### src/inc/mipu_pkg.sv
// Function
// - Fifteen sources, each with own pending flag, enable and vector address.
// - Software-set pending flag with enable raises a request like hardware.
// - One priority bit per source in priority registers; all reset low.
// - High request preempts low routine; nothing preempts a high routine.
// - Simultaneous requests: higher level first, fixed source order within a level.
// - Pending flags sampled and priority decoded every clock cycle.
// - Fastest response is five cycles: one detect plus four call cycles.
// - Request pending at return: one more instruction runs before the call.
// - Worst response without nesting is eighteen cycles: 1+5+8+4.
// - Equal or lower request waits for return and one following instruction.
// - Edge external source: pending flag cleared when CPU vectors to it.
// - Level external source: pending flag follows active input polarity.
package mipu_pkg;
  localparam int unsigned NUM_SRC        = 15;
  localparam int unsigned SRC_IDX_W      = 4;
  localparam logic [7:0]  ADDR_EN_MAIN   = 8'ha8;
  localparam logic [7:0]  ADDR_PRI_MAIN  = 8'hb8;
  localparam logic [7:0]  ADDR_EN_EXT1   = 8'he6;
  localparam logic [7:0]  ADDR_EN_EXT2   = 8'he7;
  localparam logic [7:0]  ADDR_PRI_EXT1  = 8'hf3;
  localparam logic [7:0]  ADDR_PRI_EXT2  = 8'hf4;
  localparam logic [7:0]  REG_RESET      = 8'h00;
  localparam int unsigned GLOBAL_EN_BIT  = 7;
  localparam int unsigned EXT0_SRC       = 0;
  localparam int unsigned EXT1_SRC       = 2;
  localparam logic [15:0] VEC_BASE       = 16'h0003;
  localparam logic [15:0] VEC_STRIDE     = 16'h0008;
  localparam int unsigned DETECT_CYC     = 1;
  localparam int unsigned CALL_CYC       = 4;
  localparam int unsigned MIN_RESP_CYC   = DETECT_CYC + CALL_CYC;
  localparam int unsigned RET_CYC        = 5;
  localparam int unsigned DIV_CYC        = 8;
  localparam int unsigned MAX_RESP_CYC   = DETECT_CYC + RET_CYC + DIV_CYC + CALL_CYC;
  localparam logic [2:0]  CALL_CNT_LAST  = 3'(CALL_CYC - 1);
  typedef enum logic [1:0] {
    MIPU_IDLE = 2'b00,
    MIPU_CALL = 2'b01,
    MIPU_HOLD = 2'b10
  } mipu_state_type;
endpackage

### src/rtl/mipu_ctrl.sv
module mipu_ctrl #(
  parameter int unsigned NSRC = mipu_pkg::NUM_SRC
) (
  input  wire logic              clock,
  input  wire logic              reset,
  input  wire logic [7:0]        sfr_addr,
  input  wire logic [7:0]        sfr_wdata,
  input  wire logic              sfr_we,
  input  wire logic              sfr_re,
  output logic      [7:0]        sfr_rdata,
  output logic                   sfr_hit,
  input  wire logic [NSRC-1:0]   hw_set,
  input  wire logic [NSRC-1:0]   hw_clear,
  input  wire logic [NSRC-1:0]   sw_set,
  input  wire logic [NSRC-1:0]   sw_clear,
  input  wire logic              external_request_zero,
  input  wire logic              external_request_one,
  input  wire logic              ext0_edge_mode,
  input  wire logic              ext1_edge_mode,
  input  wire logic              ext0_polarity_bit,
  input  wire logic              ext1_polarity_bit,
  input  wire logic              insn_boundary,
  input  wire logic              return_from_interrupt,
  output logic      [NSRC-1:0]   pending_r,
  output logic                   long_call_req,
  output logic      [15:0]       vector_addr_r,
  output logic      [3:0]        vector_src_r,
  output logic                   vector_taken,
  output logic                   in_service_low_r,
  output logic                   in_service_high_r
);
  typedef logic [NSRC-1:0] mipu_vec_type;
  mipu_pkg::mipu_state_type state_r;
  logic [7:0] en_main_r, en_ext1_r, en_ext2_r, pri_main_r, pri_ext1_r, pri_ext2_r;
  logic [2:0] call_cnt_r;
  logic       ret_hold_r;
  logic       ext0_in_r, ext1_in_r;
  mipu_vec_type enable_v, pri_v, req_v, req_hi, req_lo, clr_v;
  logic       any_hi, any_lo, grant;
  logic [3:0] win_src;
  logic       win_hi;

  // Lowest index wins within a level
  function automatic logic [3:0] first_set(input mipu_vec_type v);
    first_set = 4'h0;
    for (int i = NSRC - 1; i >= 0; i--) begin
      if (v[i]) begin
        first_set = 4'(i);
      end
    end
  endfunction

  function automatic logic [15:0] vec_of(input logic [3:0] s);
    vec_of = mipu_pkg::VEC_BASE + 16'(s) * mipu_pkg::VEC_STRIDE;
  endfunction

  assign enable_v = mipu_vec_type'({en_ext2_r[6:0], en_ext1_r, en_main_r[6:0]}) &
                    {NSRC{en_main_r[mipu_pkg::GLOBAL_EN_BIT]}};
  assign pri_v    = mipu_vec_type'({pri_ext2_r[6:0], pri_ext1_r, pri_main_r[6:0]});
  assign req_v    = pending_r & enable_v;
  assign req_hi   = req_v & pri_v;
  assign req_lo   = req_v & ~pri_v;
  assign any_hi   = |req_hi;
  assign any_lo   = |req_lo;
  // High preempts low only; nothing preempts high
  always_comb begin
    win_hi = any_hi;
    win_src = any_hi ? first_set(req_hi) : first_set(req_lo);
    grant = insn_boundary && !ret_hold_r && state_r == mipu_pkg::MIPU_IDLE &&
            !in_service_high_r &&
            (any_hi || (any_lo && !in_service_low_r));
  end
  assign long_call_req = state_r == mipu_pkg::MIPU_CALL;
  assign vector_taken  = grant;

  always_ff @(posedge clock) begin
    if (reset) begin
      en_main_r <= mipu_pkg::REG_RESET;
      en_ext1_r <= mipu_pkg::REG_RESET;
      en_ext2_r <= mipu_pkg::REG_RESET;
      pri_main_r <= mipu_pkg::REG_RESET;
      pri_ext1_r <= mipu_pkg::REG_RESET;
      pri_ext2_r <= mipu_pkg::REG_RESET;
    end else if (sfr_we) begin
      if (sfr_addr == mipu_pkg::ADDR_EN_MAIN) begin
        en_main_r <= sfr_wdata;
      end else if (sfr_addr == mipu_pkg::ADDR_EN_EXT1) begin
        en_ext1_r <= sfr_wdata;
      end else if (sfr_addr == mipu_pkg::ADDR_EN_EXT2) begin
        en_ext2_r <= sfr_wdata;
      end else if (sfr_addr == mipu_pkg::ADDR_PRI_MAIN) begin
        pri_main_r <= sfr_wdata;
      end else if (sfr_addr == mipu_pkg::ADDR_PRI_EXT1) begin
        pri_ext1_r <= sfr_wdata;
      end else if (sfr_addr == mipu_pkg::ADDR_PRI_EXT2) begin
        pri_ext2_r <= sfr_wdata;
      end
    end
  end

  always_comb begin
    sfr_hit = 1'b1;
    sfr_rdata = 8'h00;
    if (sfr_addr == mipu_pkg::ADDR_EN_MAIN) begin
      sfr_rdata = en_main_r;
    end else if (sfr_addr == mipu_pkg::ADDR_EN_EXT1) begin
      sfr_rdata = en_ext1_r;
    end else if (sfr_addr == mipu_pkg::ADDR_EN_EXT2) begin
      sfr_rdata = en_ext2_r;
    end else if (sfr_addr == mipu_pkg::ADDR_PRI_MAIN) begin
      sfr_rdata = pri_main_r;
    end else if (sfr_addr == mipu_pkg::ADDR_PRI_EXT1) begin
      sfr_rdata = pri_ext1_r;
    end else if (sfr_addr == mipu_pkg::ADDR_PRI_EXT2) begin
      sfr_rdata = pri_ext2_r;
    end else begin
      sfr_hit = 1'b0;
    end
    if (!sfr_re) begin
      sfr_rdata = 8'h00;
    end
  end

  // Edge detect on external inputs after polarity
  always_ff @(posedge clock) begin
    if (reset) begin
      ext0_in_r <= 1'b0;
      ext1_in_r <= 1'b0;
    end else begin
      ext0_in_r <= external_request_zero ~^ ext0_polarity_bit;
      ext1_in_r <= external_request_one ~^ ext1_polarity_bit;
    end
  end

  always_comb begin
    clr_v = hw_clear | sw_clear;
    if (grant && ((win_src == 4'(mipu_pkg::EXT0_SRC) && ext0_edge_mode) ||
                  (win_src == 4'(mipu_pkg::EXT1_SRC) && ext1_edge_mode))) begin
      clr_v[win_src] = 1'b1;
    end
  end

  // Set wins over clear
  always_ff @(posedge clock) begin
    if (reset) begin
      pending_r <= '0;
    end else begin
      pending_r <= (pending_r & ~clr_v) | hw_set | sw_set;
      if (ext0_edge_mode) begin
        if ((external_request_zero ~^ ext0_polarity_bit) && !ext0_in_r) begin
          pending_r[mipu_pkg::EXT0_SRC] <= 1'b1;
        end
      end else begin
        pending_r[mipu_pkg::EXT0_SRC] <= external_request_zero ~^ ext0_polarity_bit;
      end
      if (ext1_edge_mode) begin
        if ((external_request_one ~^ ext1_polarity_bit) && !ext1_in_r) begin
          pending_r[mipu_pkg::EXT1_SRC] <= 1'b1;
        end
      end else begin
        pending_r[mipu_pkg::EXT1_SRC] <= external_request_one ~^ ext1_polarity_bit;
      end
    end
  end

  always_ff @(posedge clock) begin
    if (reset) begin
      state_r <= mipu_pkg::MIPU_IDLE;
      call_cnt_r <= 3'h0;
      vector_addr_r <= 16'h0000;
      vector_src_r <= 4'h0;
    end else begin
      case (state_r)
        mipu_pkg::MIPU_IDLE: begin
          if (grant) begin
            state_r <= mipu_pkg::MIPU_CALL;
            call_cnt_r <= 3'h0;
            vector_addr_r <= vec_of(win_src);
            vector_src_r <= win_src;
          end
        end
        mipu_pkg::MIPU_CALL: begin
          call_cnt_r <= call_cnt_r + 3'h1;
          if (call_cnt_r == mipu_pkg::CALL_CNT_LAST) begin
            state_r <= mipu_pkg::MIPU_IDLE;
          end
        end
        default: begin
          state_r <= mipu_pkg::MIPU_IDLE;
        end
      endcase
    end
  end

  // Marker per level; return clears the highest active one
  always_ff @(posedge clock) begin
    if (reset) begin
      in_service_low_r <= 1'b0;
      in_service_high_r <= 1'b0;
    end else if (grant) begin
      if (win_hi) begin
        in_service_high_r <= 1'b1;
      end else begin
        in_service_low_r <= 1'b1;
      end
    end else if (return_from_interrupt) begin
      if (in_service_high_r) begin
        in_service_high_r <= 1'b0;
      end else begin
        in_service_low_r <= 1'b0;
      end
    end
  end

  // After a return, one more instruction runs before a call
  always_ff @(posedge clock) begin
    if (reset) begin
      ret_hold_r <= 1'b0;
    end else if (return_from_interrupt) begin
      ret_hold_r <= 1'b1;
    end else if (insn_boundary) begin
      ret_hold_r <= 1'b0;
    end
  end

  property p_call_len;
    @(posedge clock) disable iff (reset)
      grant |=> long_call_req [*4] ##1 !long_call_req;
  endproperty
  a_call_len: assert property (p_call_len) else $error("call not four cycles");

  property p_no_preempt_high;
    @(posedge clock) disable iff (reset) in_service_high_r |-> !grant;
  endproperty
  a_no_preempt_high: assert property (p_no_preempt_high) else $error("high preempted");

  property p_hi_first;
    @(posedge clock) disable iff (reset)
      grant && any_hi |-> req_hi[win_src] &&
        (req_hi & ((mipu_vec_type'(1) << win_src) - mipu_vec_type'(1))) == '0;
  endproperty
  a_hi_first: assert property (p_hi_first) else $error("low chosen over high");

  property p_ret_hold;
    @(posedge clock) disable iff (reset) return_from_interrupt |=> !grant;
  endproperty
  a_ret_hold: assert property (p_ret_hold) else $error("vector right after return");

  property p_equal_wait;
    @(posedge clock) disable iff (reset)
      in_service_low_r && !any_hi |-> !grant;
  endproperty
  a_equal_wait: assert property (p_equal_wait) else $error("equal level preempted");

  property p_vector;
    @(posedge clock) disable iff (reset)
      grant |=> vector_addr_r == vec_of(vector_src_r) && in_service_low_r | in_service_high_r;
  endproperty
  a_vector: assert property (p_vector) else $error("vector or marker wrong");

  property p_edge_clear;
    @(posedge clock) disable iff (reset)
      grant && ext0_edge_mode && win_src == 4'h0 && !hw_set[0] && !sw_set[0] &&
      !((external_request_zero ~^ ext0_polarity_bit) && !ext0_in_r) |=> !pending_r[0];
  endproperty
  a_edge_clear: assert property (p_edge_clear) else $error("edge flag not cleared");

  property p_level_follow;
    @(posedge clock) disable iff (reset)
      !ext1_edge_mode |=> pending_r[2] == $past(external_request_one ~^ ext1_polarity_bit);
  endproperty
  a_level_follow: assert property (p_level_follow) else $error("level flag wrong");

  property p_sw_req;
    @(posedge clock) disable iff (reset)
      sw_set[1] && enable_v[1] |=> req_v[1];
  endproperty
  a_sw_req: assert property (p_sw_req) else $error("software request lost");

  c_hi_preempt: cover property (@(posedge clock) disable iff (reset)
    in_service_low_r && grant && win_hi);
  c_ret_then_call: cover property (@(posedge clock) disable iff (reset)
    return_from_interrupt ##[1:20] grant);
  c_two_same: cover property (@(posedge clock) disable iff (reset)
    grant && $countones(req_lo) > 1);
endmodule

### config.mk
export PLATFORM = sky130hd
export DESIGN_NAME = mipu_ctrl
export DESIGN_NICKNAME = d
export VERILOG_FILES = /design/src/inc/mipu_pkg.sv /design/src/rtl/mipu_ctrl.sv
export SDC_FILE = /design/constraint.sdc
export NUM_CORES = 1
export LEC_CHECK = 0
export BUFFER_PORTS_ARGS = -buffer_cell sky130_fd_sc_hd__buf_2
export CAP_MARGIN = 30
export CORE_MARGIN = 2
export CORE_UTILIZATION = 35
export DETAILED_ROUTE_END_ITERATION = 16
export GPL_TIMING_DRIVEN = 0
export HOLD_SLACK_MARGIN = 0.05
export PLACE_DENSITY_LB_ADDON = 0.15
export SYNTH_ARGS = -nofsm -noshare
export SYNTH_HDL_FRONTEND = slang
export SYNTH_SLANG_ARGS = --single-unit
export TNS_END_PERCENT = 10
### constraint.sdc
create_clock -name clock -period 5.72 [get_ports clock]
set_clock_uncertainty 0.05 [all_clocks]
set_input_delay 1.144 -clock clock [delete_from_list [all_inputs] [get_ports clock]]
set_output_delay 1.144 -clock clock [all_outputs]
set_load 0.01 [all_outputs]
==> results of run 1 <==
## worst register-to-register path, cell delays in order, from the launching register on
cell	delay, ps
dfxtp_1	300
buf_6	130
buf_4	180
nand4_1	120
nand4_1	240
nor4_1	470
nand3_1	120
a21oi_1	250
a21oi_1	80
a211oi_2	210
## flip-flops by register name, indices dropped and copies added, names as in the netlist, 3 cells and up
register	cells
pending_r	15
en_ext1_r	8
vector_src_r	4
pri_main_r	8
en_ext2_r	8
en_main_r	8
pri_ext1_r	8
call_cnt_r	3
pri_ext2_r	8
## per-layer routing
| layer | vias up | part of all wire (%) |
|---|---|---|
| met2 | 153 | 45 |
| met3 | 23 | 6.2 |
| met5 | - | 0 |
| met4 | 0 | 2.3 |
| met1 | 1934 | 47 |
| li1 | 2016 | - |
## power breakdown
part / total [mW] / internal, mW / switching, mW
combinational: 0.0975 / 0.0449 / 0.0526
clock: 0.574 / 0.342 / 0.232
sequential: 0.558 / 0.546 / 0.0122
total: 1.23 / 0.933 / 0.296
## logic make-up (layout without fill, tap and decap cells)
family,Yosys count,count (layout),synth area share (%)
fa+ha+maj,2,2,0.598
other cells,1,10,0.0896
mux,52,52,12.5
xor+xnor,2,2,0.418
flops,77,77,36.8
buf+inv,49,188,6.75
compound gates,92,92,15.9
simple gates,201,201,26.9
## how the worst min path moves through the flow
stage	start	to	cells after the start
after floorplan	pri_main_r[7]	pri_main_r[7]	2
after global routing	pri_main_r[7]	pri_main_r[7]	2
final	ret_hold_r	ret_hold_r	2
after global placement	pri_main_r[7]	pri_main_r[7]	2
after detailed placement	pri_main_r[7]	pri_main_r[7]	2
after CTS	ret_hold_r	ret_hold_r	2
## cell usage in the layout, fill, tap and decap left out, drive strengths merged, types with 2 or more instances in the layout
| cell type | synthesis | routed |
|---|---|---|
| nand4b | 14 | 14 |
| nand3 | 18 | 18 |
| nor3 | 3 | 3 |
| ha | 2 | 2 |
| a31oi | 5 | 5 |
| nand2b | 8 | 8 |
| a211oi | 26 | 26 |
| clkinvlp | 0 | 2 |
| o21ai | 20 | 20 |
| o221ai | 2 | 2 |
| o22ai | 7 | 7 |
| clkbuf | 12 | 26 |
| nor2 | 97 | 97 |
| and3 | 4 | 4 |
| nand3b | 2 | 2 |
| mux2i | 51 | 51 |
| o31a | 4 | 4 |
| inv | 9 | 9 |
| nor2b | 3 | 3 |
| nor4b | 2 | 2 |
| a21oi | 8 | 8 |
| nor3b | 2 | 2 |
| conb | 1 | 10 |
| a22oi | 7 | 7 |
| and2 | 2 | 2 |
| nor4 | 3 | 3 |
| dfxtp | 77 | 77 |
| nand4 | 23 | 23 |
| nand2 | 16 | 16 |
| buf | 28 | 151 |
| o41ai | 2 | 2 |
## cell type report
| class | instances | area share (%) |
|---|---|---|
| Sequential cell | 77 | 29.0 |
| Multi-Input combinational cell | 359 | 45.1 |
| Clock buffer | 14 | 5.34 |
| Timing Repair Buffer | 123 | 11.6 |
| Buffer | 40 | 4.69 |
| Tap cell | 143 | 3.37 |
| Clock inverter | 2 | 0.283 |
| Inverter | 9 | 0.636 |
==> metrics list, run 1 <==
- Clock tree from TritonCTS: yes
- Counting flops and latches in the post-synthesis netlist gives 77.
- The clock tree synthesis step divided the H-tree into 3 levels.
* Total GRT Usage: 20.1%
- The filler cells instantiated in the layout total 1,182.
* Half-perimeter wire length of the detailed placement result: 10.1 mm
- Overall overflow remaining after global route: 0
- Setup violations remaining at the end of the flow were counted as 0.
* Dominant cell by count in the synthesized netlist: nor2_1
* CP bufs+invs: 4
- The number of slew-limit violations in the final report was 0.
- RSZ-0062 raised after global routing: no
- Summing all flip-flop and latch instances after layout gives 1540 um^2.
* Required time of the critical path: 4530 ps
- Setup WS post-layout: 1360 ps
- Peak-usage layer in the global routing report: met2
- Total Power: 1.23 mW
- After synthesis, the share of flip-flops with an asynchronous set or reset is 0%.
* Proportion of synthesized chip area in sequential cells: 36.8%
- Final routed wire length divided by cell count: 17.1 um
- Dividing the detail-routed via count by the number of cells gives 5.38.
- Number of antenna violations at the first check in global routing: 0
* Worst-case clock buffer depth: 2
* Yosys warnings: 0
- Max_slew headroom: 57.0%
- Number of standard-cell rows in the floorplan: 39
- Cell family with the largest share of critical-path delay: simple AND/OR/NAND/NOR gates
- Routed Wire Length: 13.1 mm
- In this run the clock root is driven by a clkbuf_16.
- The clock net in this run drives a total of 77 sinks.
* Leading register cell type out of synthesis: dfxtp_1
- Pre-Repair DR Iteration Count: 5
* IR drop worst, VDD: 113 uV
- The first global-routing pass estimated 20.1 mm of wire.
- Crit path launch type: input port
* Largest net degree at the start of global routing: 13
- CP peak stage delay: 380 ps
- Slowest cell on the critical path: a211oi_1
- Iteration-0 DRC count of the detailed router: 262
- Static timing analysis puts the maximum clock frequency at 0.230 GHz.
- In the global route stage, met1 resource usage came out at 26.7%.
- In this run the biggest area consumer among cell types represents 36.8% of the synthesized area.
- The tightest min-delay check is of the flop to flop type.
- Critical path arrival: 3160 ps
* Quantity of I/O buffers inserted on ports: 123
- Post-route worst hold slack: 443 ps
- The analysis attributes to cell leakage a power of 2.67 nW.
- Top cell types by occurrence after synthesis: 95 x nor2_1, 77 x dfxtp_1, 51 x mux2i_1
* Post-CTS Hold Fix Bufs: 0
- At the pin with the least slew margin, the transition time is 646 ps.
- Placed instance count: 751
* Post-Layout Cell Count: 767
- Final cycle utilization of the critical path: 76.2%
* Mapped Area: 4190 um^2
- Each instance of the synthesized netlist takes up on average 8.80 um^2.
- Summed over all instances, the cell type with the most area after synthesis is dfxtp_1.
- Area of all placed cells without fillers: 5310 um^2
* Quantity of gates resized following cts: 0
- STA classifies the critical path endpoint as an output port.
* Drc violations: 0
- Remaining number of nets flagged by the antenna check after routing: 0
- The worst path in the final design needs a cycle of 4360 ps, including I/O delays and setup.
- At the placement stage, the worst setup path has a slack of 1400 ps.
- Capturing instance or port of the critical path: sfr_rdata[6]
- Max-cap violations in this run came to 0.
- Met3 capacity usage during global routing: 3.13%
- Synthesis produced a netlist whose cell count is 476.
- Source of the worst register-to-register timing path: en_main_r[7]
- Once placement finished, the instance area stood at 5010 um^2.
- Power spread over the standard cell area amounts to 231 nW/um^2.
- The flow ran to the end, and the final reports show no timing, DRC or antenna violations.
- The floorplan step defined a die boundary enclosing 12,900 um^2.
* Reg2Reg Depth: 9
- The via count of the first global-routing pass is 3,813.
- Placeable core region: 11,600 um^2
- Along the worst path, the maximum fanout reaches 10.
* Beginning of the critical path: sfr_addr[2]
- Post-layout util: 45.9%
- Diodes inserted: 0
* Critical Path, Cell by Cell: buf_2 > nand2b_1 > nor4_2 > nand2_1 > clkbuf_1 > and2_0 > clkbuf_1 > a211oi_1 > buf_2
- Setup repair bufs after CTS: 0
- Global routing consumed, on the met2 layer, 32.6% of the routing resources.
* Layout cells sized above 1: 30.3%
- Net count, final: 709
- Compared with the post-synthesis result, the final layout area differs by 26.9%.
* Final number of hold-violating endpoints: 0
* I/O pin count: 136
- The endpoint identified for the worst register-to-register timing path is vector_src_r[0].
- By area the synthesized netlist is led by dfxtp_1 37%, mux2i_1 12%, nor2_1 8.5%.
- Start-to-end type of the worst setup path: input port to output port
* Starting Density: 36.2%
- Weighted congestion reported at the end of routability-driven placement: 0.943
- After clock tree synthesis, the clock-pin slew on the worst setup and hold paths is 60 ps.
- Count of unique library cells instantiated by Yosys: 64
* Die outline height: 113 um
* Cts bufs inserted: 9
* Worst-Skew Late Latency: 340 ps
- Final sum of negative setup slack: 0 ps
- The critical path runs through a total of 9 cells.
- Footprint of the multi-input gates: 2400 um^2
- Setup slack of the most critical reg-to-reg path: 3480 ps
- Yosys mapped a number of flops with a built-in enable equal to 0.
- The routed layout has 4,126 vias.
* Horiz. Die Dim: 113 um
Note: power is estimated with default switching activity, not from simulation.
==> run 2, diff against run 1 <==
--- a/config.mk
+++ b/config.mk
@@ -5,6 +5,7 @@
 export SDC_FILE = /design/constraint.sdc
 export NUM_CORES = 1
 export LEC_CHECK = 0
+export ABC_AREA = 1
 export BUFFER_PORTS_ARGS = -buffer_cell sky130_fd_sc_hd__buf_2
 export CAP_MARGIN = 30
 export CORE_MARGIN = 2
==> constraint.sdc (replaced) <==
create_clock -name clock -period 4.18 [get_ports clock]
set_clock_uncertainty 0.05 [all_clocks]
set_input_delay 0.836 -clock clock [delete_from_list [all_inputs] [get_ports clock]]
set_output_delay 0.836 -clock clock [all_outputs]
set_load 0.01 [all_outputs]
==> metrics list, run 2 <==
- The power per standard cell area came to 322 nW/um^2 (was 231 nW/um^2).
* Crit path launch type: input port (unchanged)
- The flip-flop count of the largest register, all copies and words added was 15 (unchanged).
- RSZ-0062 raised after global routing: no (unchanged)
* Largest net degree at the start of global routing: 13 (unchanged)
- Net count, final: 845 (was 709)
- The final-report hold violation count was 0 (unchanged).
- Final routed wire length divided by cell count: 14.4 um (was 17.1 um)
- The cell taking the most area after synthesis is dfxtp_1 (unchanged).
- The cell area after synthesis came to 4090 um^2 (was 4190 um^2).
* Highest-count cells in the layout ignoring fill and taps: 124 x buf_2, 98 x nand2_1, 86 x nor2_1 (was 129 x buf_2, 95 x nor2_1, 77 x dfxtp_1)
* Routed Wire Length: 13.0 mm (was 13.1 mm)
- The area of the core was 11,400 um^2 (was 11,600 um^2).
- Yosys warnings: 0 (unchanged)
* Critical Path, Cell by Cell: buf_2 > nor2_1 > nand3_1 > nor3_2 > inv_1 > nand2_1 > inv_1 > o211ai_1 > a21oi_1 > a2111oi_0 > buf_2 (was buf_2 > nand2b_1 > nor4_2 > nand2_1 > clkbuf_1 > and2_0 > clkbuf_1 > a211oi_1 > buf_2)
- Top cell types by occurrence after synthesis: 98 x nand2_1, 86 x nor2_1, 82 x inv_1 (was 95 x nor2_1, 77 x dfxtp_1, 51 x mux2i_1).
* Critical path arrival: 3040 ps (was 3160 ps)
* Via Count: 4,389 (was 4,126)
* Number of synthesized flops with an enable pin: 0 (unchanged)
- The detail-routed via count per cell was 4.86 (was 5.38).
* Source of the worst register-to-register timing path: en_main_r[7] (unchanged)
- The internal reg-to-reg setup slack is 1770 ps (was 3480 ps).
- The start point of the critical path is sfr_addr[0] (was sfr_addr[2]).
* Remaining number of nets flagged by the antenna check after routing: 0 (unchanged)
- The leftover overflow at the end of global routing is 0 (unchanged).
- The clock-pin transition on the worst setup and hold timing paths was 60 ps (about the same).
* Area delta synth->final: 27.4% (was 26.9%)
- Worst-Skew Late Latency: 330 ps (was 340 ps)
* Quantity of gates resized following cts: 0 (unchanged)
- CTS H-tree depth: 3 (unchanged)
* Area enclosed by the die boundary: 12,600 um^2 (was 12,900 um^2)
* CP peak stage delay: 430 ps (was 380 ps)
* Pins Over Slew Limit: 0 (unchanged)
* Layout cells sized above 1: 22.8% (was 30.3%)
- The number of antenna violations at the first check in global routing was 0 (unchanged).
- Result of the run: finished clean (unchanged).
- Max-cap violations: 0 (unchanged)
* Number of instances on the worst hold path: 2 (unchanged)
- The CTS tree is yes (unchanged).
- Weighted congestion reported at the end of routability-driven placement: 0.961 (was 0.943)
- The share of the synthesized area in the top cell type is 37.7% (was 36.8%).
* Hold path endpoint: en_ext2_r[5] (was ret_hold_r)
- The biggest fanout along the worst timing path came to 8 (was 10).
- Start-to-end type of the worst setup path: input port to output port (unchanged)
* Final sum of negative setup slack: 0 ps (unchanged)
- The x dimension of the die is 112 um (was 113 um).
* Half-perimeter wire length of the detailed placement result: 10.2 mm (was 10.1 mm)
- Final critical-path required period: 3930 ps
* Number of standard-cell rows in the floorplan: 39 (unchanged)
- The portion of the post-synthesis area used by sequential elements is 37.7% (was 36.8%).
- Post-synth ARST share: 0% (unchanged)
* Drc violations: 0 (unchanged)
* Slowest cell on the critical path: a2111oi_0 (was a211oi_1)
- Global-route wire length before repair: 21.1 mm (was 20.1 mm)
- Commonest non-fill, non-tap cell in the layout: buf_2 (unchanged)
- Quantity of I/O buffers inserted on ports: 123 (unchanged)
- The count of final setup violators came to 0 (unchanged).
- I/O pin count: 136 (unchanged)
* Starting Density: 35.8% (was 36.2%)
- Syn Inst Count: 612 (was 476)
* Clock Sinks: 77 (unchanged)
- Cts bufs inserted: 9 (unchanged)
- The commonest register cell after synthesis is dfxtp_1 (unchanged).
- Iteration-0 DRC count of the detailed router: 209 (was 262)
* Top reg by flops: pending_r (unchanged)
- The static leakage came to 2.32 nW (was 2.67 nW).
- The all-layer global routing usage came to 21.1% (was 20.1%).
- The CTS root buffer was clkbuf_16 (unchanged).
- Dominant cell by count in the synthesized netlist: nand2_1 (was nor2_1)
- Die outline height: 112 um (was 113 um)
- Achievable clock frequency: 0.255 GHz
* Slew at the pin closest to its max-slew limit: 645 ps (was 646 ps)
* Post-CTS Hold Fix Bufs: 0 (unchanged)
- The worst min-delay path startpoint is en_ext2_r[5] (was ret_hold_r).
- The number of buffers and inverters on the critical path came to 4 (unchanged).
- The peak supply drop came to 154 uV (was 113 uV).
- The number of diodes is 0 (unchanged).
- The via count of the first global-routing pass was 4,234 (was 3,813).
- The post-CTS setup repair buffer count came to 0 (unchanged).
- Avg Cell Area, Syn: 6.69 um^2 (was 8.80 um^2)
- Hold WC Path Type: flop to flop (unchanged)
- Most area-consuming cells after synthesis: dfxtp_1 38%, nand2_1 9.0%, a21oi_1 8.7% (was dfxtp_1 37%, mux2i_1 12%, nor2_1 8.5%).
- The buffer levels on the longest clock path was 2 (unchanged).
* Count of unique library cells instantiated by Yosys: 34 (was 64)
- The dominant delay contributor by cell family on the critical path is simple AND/OR/NAND/NOR gates (unchanged).
* Max_slew headroom: 57.0% (about the same)
- The endpoint type of the worst setup path is an output port (unchanged).
- The number of cells on the worst reg-to-reg path was 17 (was 9).
- The synthesis-stage register bit count was 77 (unchanged).
- Post-layout util: 45.7% (was 45.9%)
- After layout, the worst path uses 93.9% of the clock period.
* FF-to-FF End: pending_r[2] (was vector_src_r[0])
- Pre-Repair DR Iteration Count: 4 (was 5)
- The required arrival time at the worst endpoint is 3290 ps (was 4530 ps).
## run 2: cell types whose count changed after synthesis, moves of 18 or more
| cell | delta |
|---|---|
| nand3_1 | +20 |
| o21ai_0 | +32 |
| inv_1 | +73 |
| a21oi_1 | +63 |
| mux2i_1 | -51 |
| a211oi_1 | -18 |
| nand2_1 | +82 |
## run 2: cell type report
type	count	area, um^2
Fill cell	1201	6200
Tap cell	143	179
Clock buffer	12	246
Multi-Input combinational cell	426	2070
Inverter	83	312
Timing Repair Buffer	123	616
Clock inverter	4	47.5
Sequential cell	77	1540
Buffer	35	204
## run 2: worst max path at each step
stage	to	depth (start not counted)	slack (ps)
floorplan	sfr_rdata[1]	9	870
global placement	sfr_rdata[5]	11	260
detailed placement	sfr_rdata[5]	11	260
CTS	sfr_rdata[5]	11	240
global route	sfr_rdata[5]	11	20
finish	sfr_rdata[1]	11	250
## run 2: routing by layer
metal  routed length [um]  track usage [%]  vias up
li1                     -                -     2277
met1                 5880             27.9     1948
met2                 6060             35.6      145
met3                  871             2.97       19
met4                  214             7.07        0
met5                    0                0        -
## run 2: stage by stage
step	cell area [um^2]	cells	worst slack (ps)	hold WS (ps)	power (mW)
after floorplan	4130	621	875	380	0.837
after global placement	4920	887	262	393	0.915
after detailed placement	4920	887	256	401	0.918
after CTS	5220	903	238	411	1.70
after global routing	5220	903	16.0	438	1.74
final	5220	903	254	410	1.68
## run 2: worst register-to-register path, cell delays in order, from the launching register on
cell,delay [ps]
dfxtp_1,350
buf_6,190
nand3_2,90
nor2_1,200
nor2_1,110
nand2_1,110
nor2_2,60
nand2_2,100
inv_2,70
o21ai_1,90
nand3_2,100
inv_1,150
buf_2,240
nand3_1,130
nand2_1,70
nand2_1,50
nand2_1,60
a21oi_2,50
## run 2: cell families after synthesis
group / Yosys count / share of synthesized area [%]
fa+ha+maj: 2 / 0.611
buf+inv: 118 / 12.6
xor+xnor: 2 / 0.428
flops: 77 / 37.7
compound gates: 158 / 21.3
simple gates: 254 / 27.3
other cells: 1 / 0.0916
## run 2: power by group
part,total [mW],switching (mW),internal [mW]
combinational,0.141,0.0793,0.0618
sequential,0.760,0.0125,0.748
clock,0.779,0.302,0.477
total,1.68,0.394,1.29
==> run 3, diff against run 2 <==
--- a/config.mk
+++ b/config.mk
@@ -9,7 +9,7 @@
 export BUFFER_PORTS_ARGS = -buffer_cell sky130_fd_sc_hd__buf_2
 export CAP_MARGIN = 30
 export CORE_MARGIN = 2
-export CORE_UTILIZATION = 35
+export CORE_UTILIZATION = 50
 export DETAILED_ROUTE_END_ITERATION = 16
 export GPL_TIMING_DRIVEN = 0
 export HOLD_SLACK_MARGIN = 0.05
==> metrics list, run 3 (synthesized netlist as in run 2, its figures left out) <==
* Result of the run: finished clean (unchanged)
* CP peak stage delay: 480 ps (was 430 ps)
- Clock Sinks: 77 (unchanged)
* RSZ-0062 raised after global routing: no (unchanged)
- Via count of the first global-routing pass: 4,202 (was 4,234)
- Max-cap violations: 0 (unchanged)
* Switching power total: 379 uW (was 394 uW)
* Remaining number of nets flagged by the antenna check after routing: 0 (unchanged)
* Final setup violation count: 0 (unchanged)
* Pre-Repair DR Iteration Count: 5 (was 4)
* Crit path launch type: input port (unchanged)
- Slew at the pin closest to its max-slew limit: 687 ps (was 645 ps)
- CTS H-tree depth: 3 (unchanged)
- The CTS root buffer is clkbuf_8 (was clkbuf_16).
- Horiz. Die Dim: 94.5 um (was 112 um)
- The power share of the clock group came to 38.3% (was 46.4%).
- The switching share of total power is 25.9% (was 23.4%).
* Max_slew headroom: 54.2% (was 57.0%)
- Post-route worst hold slack: 413 ps (was 410 ps)
- The required arrival time at the worst endpoint came to 3290 ps (about the same).
- Largest net degree at the start of global routing: 14 (was 13)
- Quantity of I/O buffers inserted on ports: 123 (unchanged)
- The total negative slack for setup checks was 0 ps (unchanged).
- The area of the core is 7850 um^2 (was 11,400 um^2).
- The cell internal power dissipation is 1.08 mW (was 1.29 mW).
- Highest-count cells in the layout ignoring fill and taps: 124 x buf_2, 98 x nand2_1, 86 x nor2_1 (unchanged)
- Type of destination of the critical path: output port (unchanged)
- Half-perimeter wire length of the detailed placement result: 9.67 mm (was 10.2 mm)
- The total wire length after detailed routing was 12.4 mm (was 13.0 mm).
- Number of antenna violations at the first check in global routing: 0 (unchanged)
- Critical Path, Cell by Cell: buf_2 > nor2_1 > nand3_1 > nor3_2 > inv_1 > nand2_1 > inv_1 > o211ai_1 > a21oi_1 > a2111oi_0 > buf_2 (unchanged).
- The final net count is 845 (unchanged).
- Iteration-0 DRC count of the detailed router: 282 (was 209)
- Cts bufs inserted: 9 (unchanged)
- Post-layout util: 64.4% (was 45.7%)
- The largest register by flop count is pending_r (unchanged).
- The path class of the lowest-slack min-delay path was flop to flop (unchanged).
* Overall overflow remaining after global route: 0 (unchanged)
- Final number of hold-violating endpoints: 0 (unchanged)
- Portion of total power attributed to combinational logic: 9.6% (was 8.4%)
* Clock tree from TritonCTS: yes (unchanged)
- IR drop worst, VDD: 203 uV (was 154 uV)
- The number of diodes came to 0 (unchanged).
- The number of placement rows was 32 (was 39).
- The post-cts repair resize count came to 0 (unchanged).
- The last weighted congestion value of the routability-driven placer came to 0.966 (was 0.961).
* Via Count: 4,570 (was 4,389)
* Critical path fanouts, max: 8 (unchanged)
* Global-route wire length before repair: 19.6 mm (was 21.1 mm)
- The die area is 8920 um^2 (was 12,600 um^2).
- The type of the worst setup path was input port to output port (unchanged).
* Die outline height: 94.5 um (was 112 um)
- I/O pin count: 136 (unchanged)
- The DRC violations left was 0 (unchanged).
- Layout cells sized above 1: 22.9% (was 22.8%)
- The latest clock arrival within the worst-skew pair was 350 ps (was 330 ps).
- Clock input transition at the sequential cells of the worst setup and hold paths: 80 ps (was 60 ps)
- Commonest non-fill, non-tap cell in the layout: buf_2 (unchanged)
- Critical path arrival: 3050 ps (was 3040 ps)
- The buffer levels on the longest clock path came to 2 (unchanged).
* Total Power: 1.46 mW (was 1.68 mW)
* Post-CTS Hold Fix Bufs: 0 (unchanged)
* Final routed wire length divided by cell count: 14.4 um (about the same)
- The synthesis-to-layout area growth is 23.6% (was 27.4%).
* Total GRT Usage: 28.6% (was 21.1%)
- Number of flip-flops in the largest register: 15 (unchanged)
- Pwr/cell area: 289 nW/um^2 (was 322 nW/um^2)
- The time the final worst path needs with I/O delays and setup came to 3940 ps (was 3930 ps).
- Achievable clock frequency: 0.254 GHz (was 0.255 GHz)
- The final critical-path share of the clock period was 94.2% (was 93.9%).
- The number of slew-limit violations in the final report is 0 (unchanged).
- Starting Density: 52.2% (was 35.8%)
- The static leakage is 2.27 nW (was 2.32 nW).
* Sequential share of power: 52.0% (was 45.2%)
- The detail-routed via count per cell came to 5.31 (was 4.86).
* Slowest cell on the critical path: a2111oi_0 (unchanged)
- Setup repair bufs after CTS: 0 (unchanged)
## run 3: cell type report
| cell class | count | area (um^2) |
|---|---|---|
| fillers | 767 | 2790 |
| multi-input cells | 426 | 2070 |
| flip-flops and latches | 77 | 1540 |
| repair buffers | 123 | 616 |
| inverters | 83 | 312 |
| plain buffers | 35 | 204 |
| well taps | 102 | 128 |
| clock buffers | 9 | 124 |
| clock inverters | 6 | 63.8 |
## run 3: through the flow
| stage | cell area (um^2) | setup WS, ps | cells |
|---|---|---|---|
| after floorplan | 4130 | 875 | 621 |
| after global placement | 4870 | 374 | 846 |
| after detailed placement | 4870 | 329 | 846 |
| after CTS | 5060 | 312 | 861 |
| after global routing | 5060 | 94.1 | 861 |
| final | 5060 | 243 | 861 |
## run 3: worst paths after layout
check	startpoint	end	slack, ps	cells after the start
worst max-delay path	sfr_addr[0]	sfr_rdata[1]	240	11
worst min-delay path	call_cnt_r[0]	call_cnt_r[0]	410	1
worst max register to register	en_main_r[7]	pending_r[2]	1820	19
worst min register to register	call_cnt_r[0]	call_cnt_r[0]	410	1
## run 3: worst max-delay path, delay by kind of cell
family          cells  cell delay (ps)
compound gates      3              670
buf+inv             4              670
simple gates        4              850
## run 3: power by group through the flow
stage                     clock network, mW  logic [mW]  registers (mW)
after detailed placement                  0       0.139           0.777
after floorplan                           0      0.0595           0.778
final                                 0.559       0.141           0.759
after CTS                             0.562       0.140           0.759
after global placement                    0       0.136           0.776
after global routing                  0.583       0.157           0.761
## run 3: layer usage
| metal | vias up | track usage, % | routed length, um | share of wire (%) |
|---|---|---|---|---|
| met3 | 32 | 4.87 | 1090 | 8.8 |
| met4 | 0 | 11.6 | 321 | 2.6 |
| li1 | 2280 | - | - | - |
| met5 | - | 0 | 0 | 0 |
| met2 | 219 | 48.8 | 5750 | 46 |
| met1 | 2039 | 35.7 | 5230 | 42 |
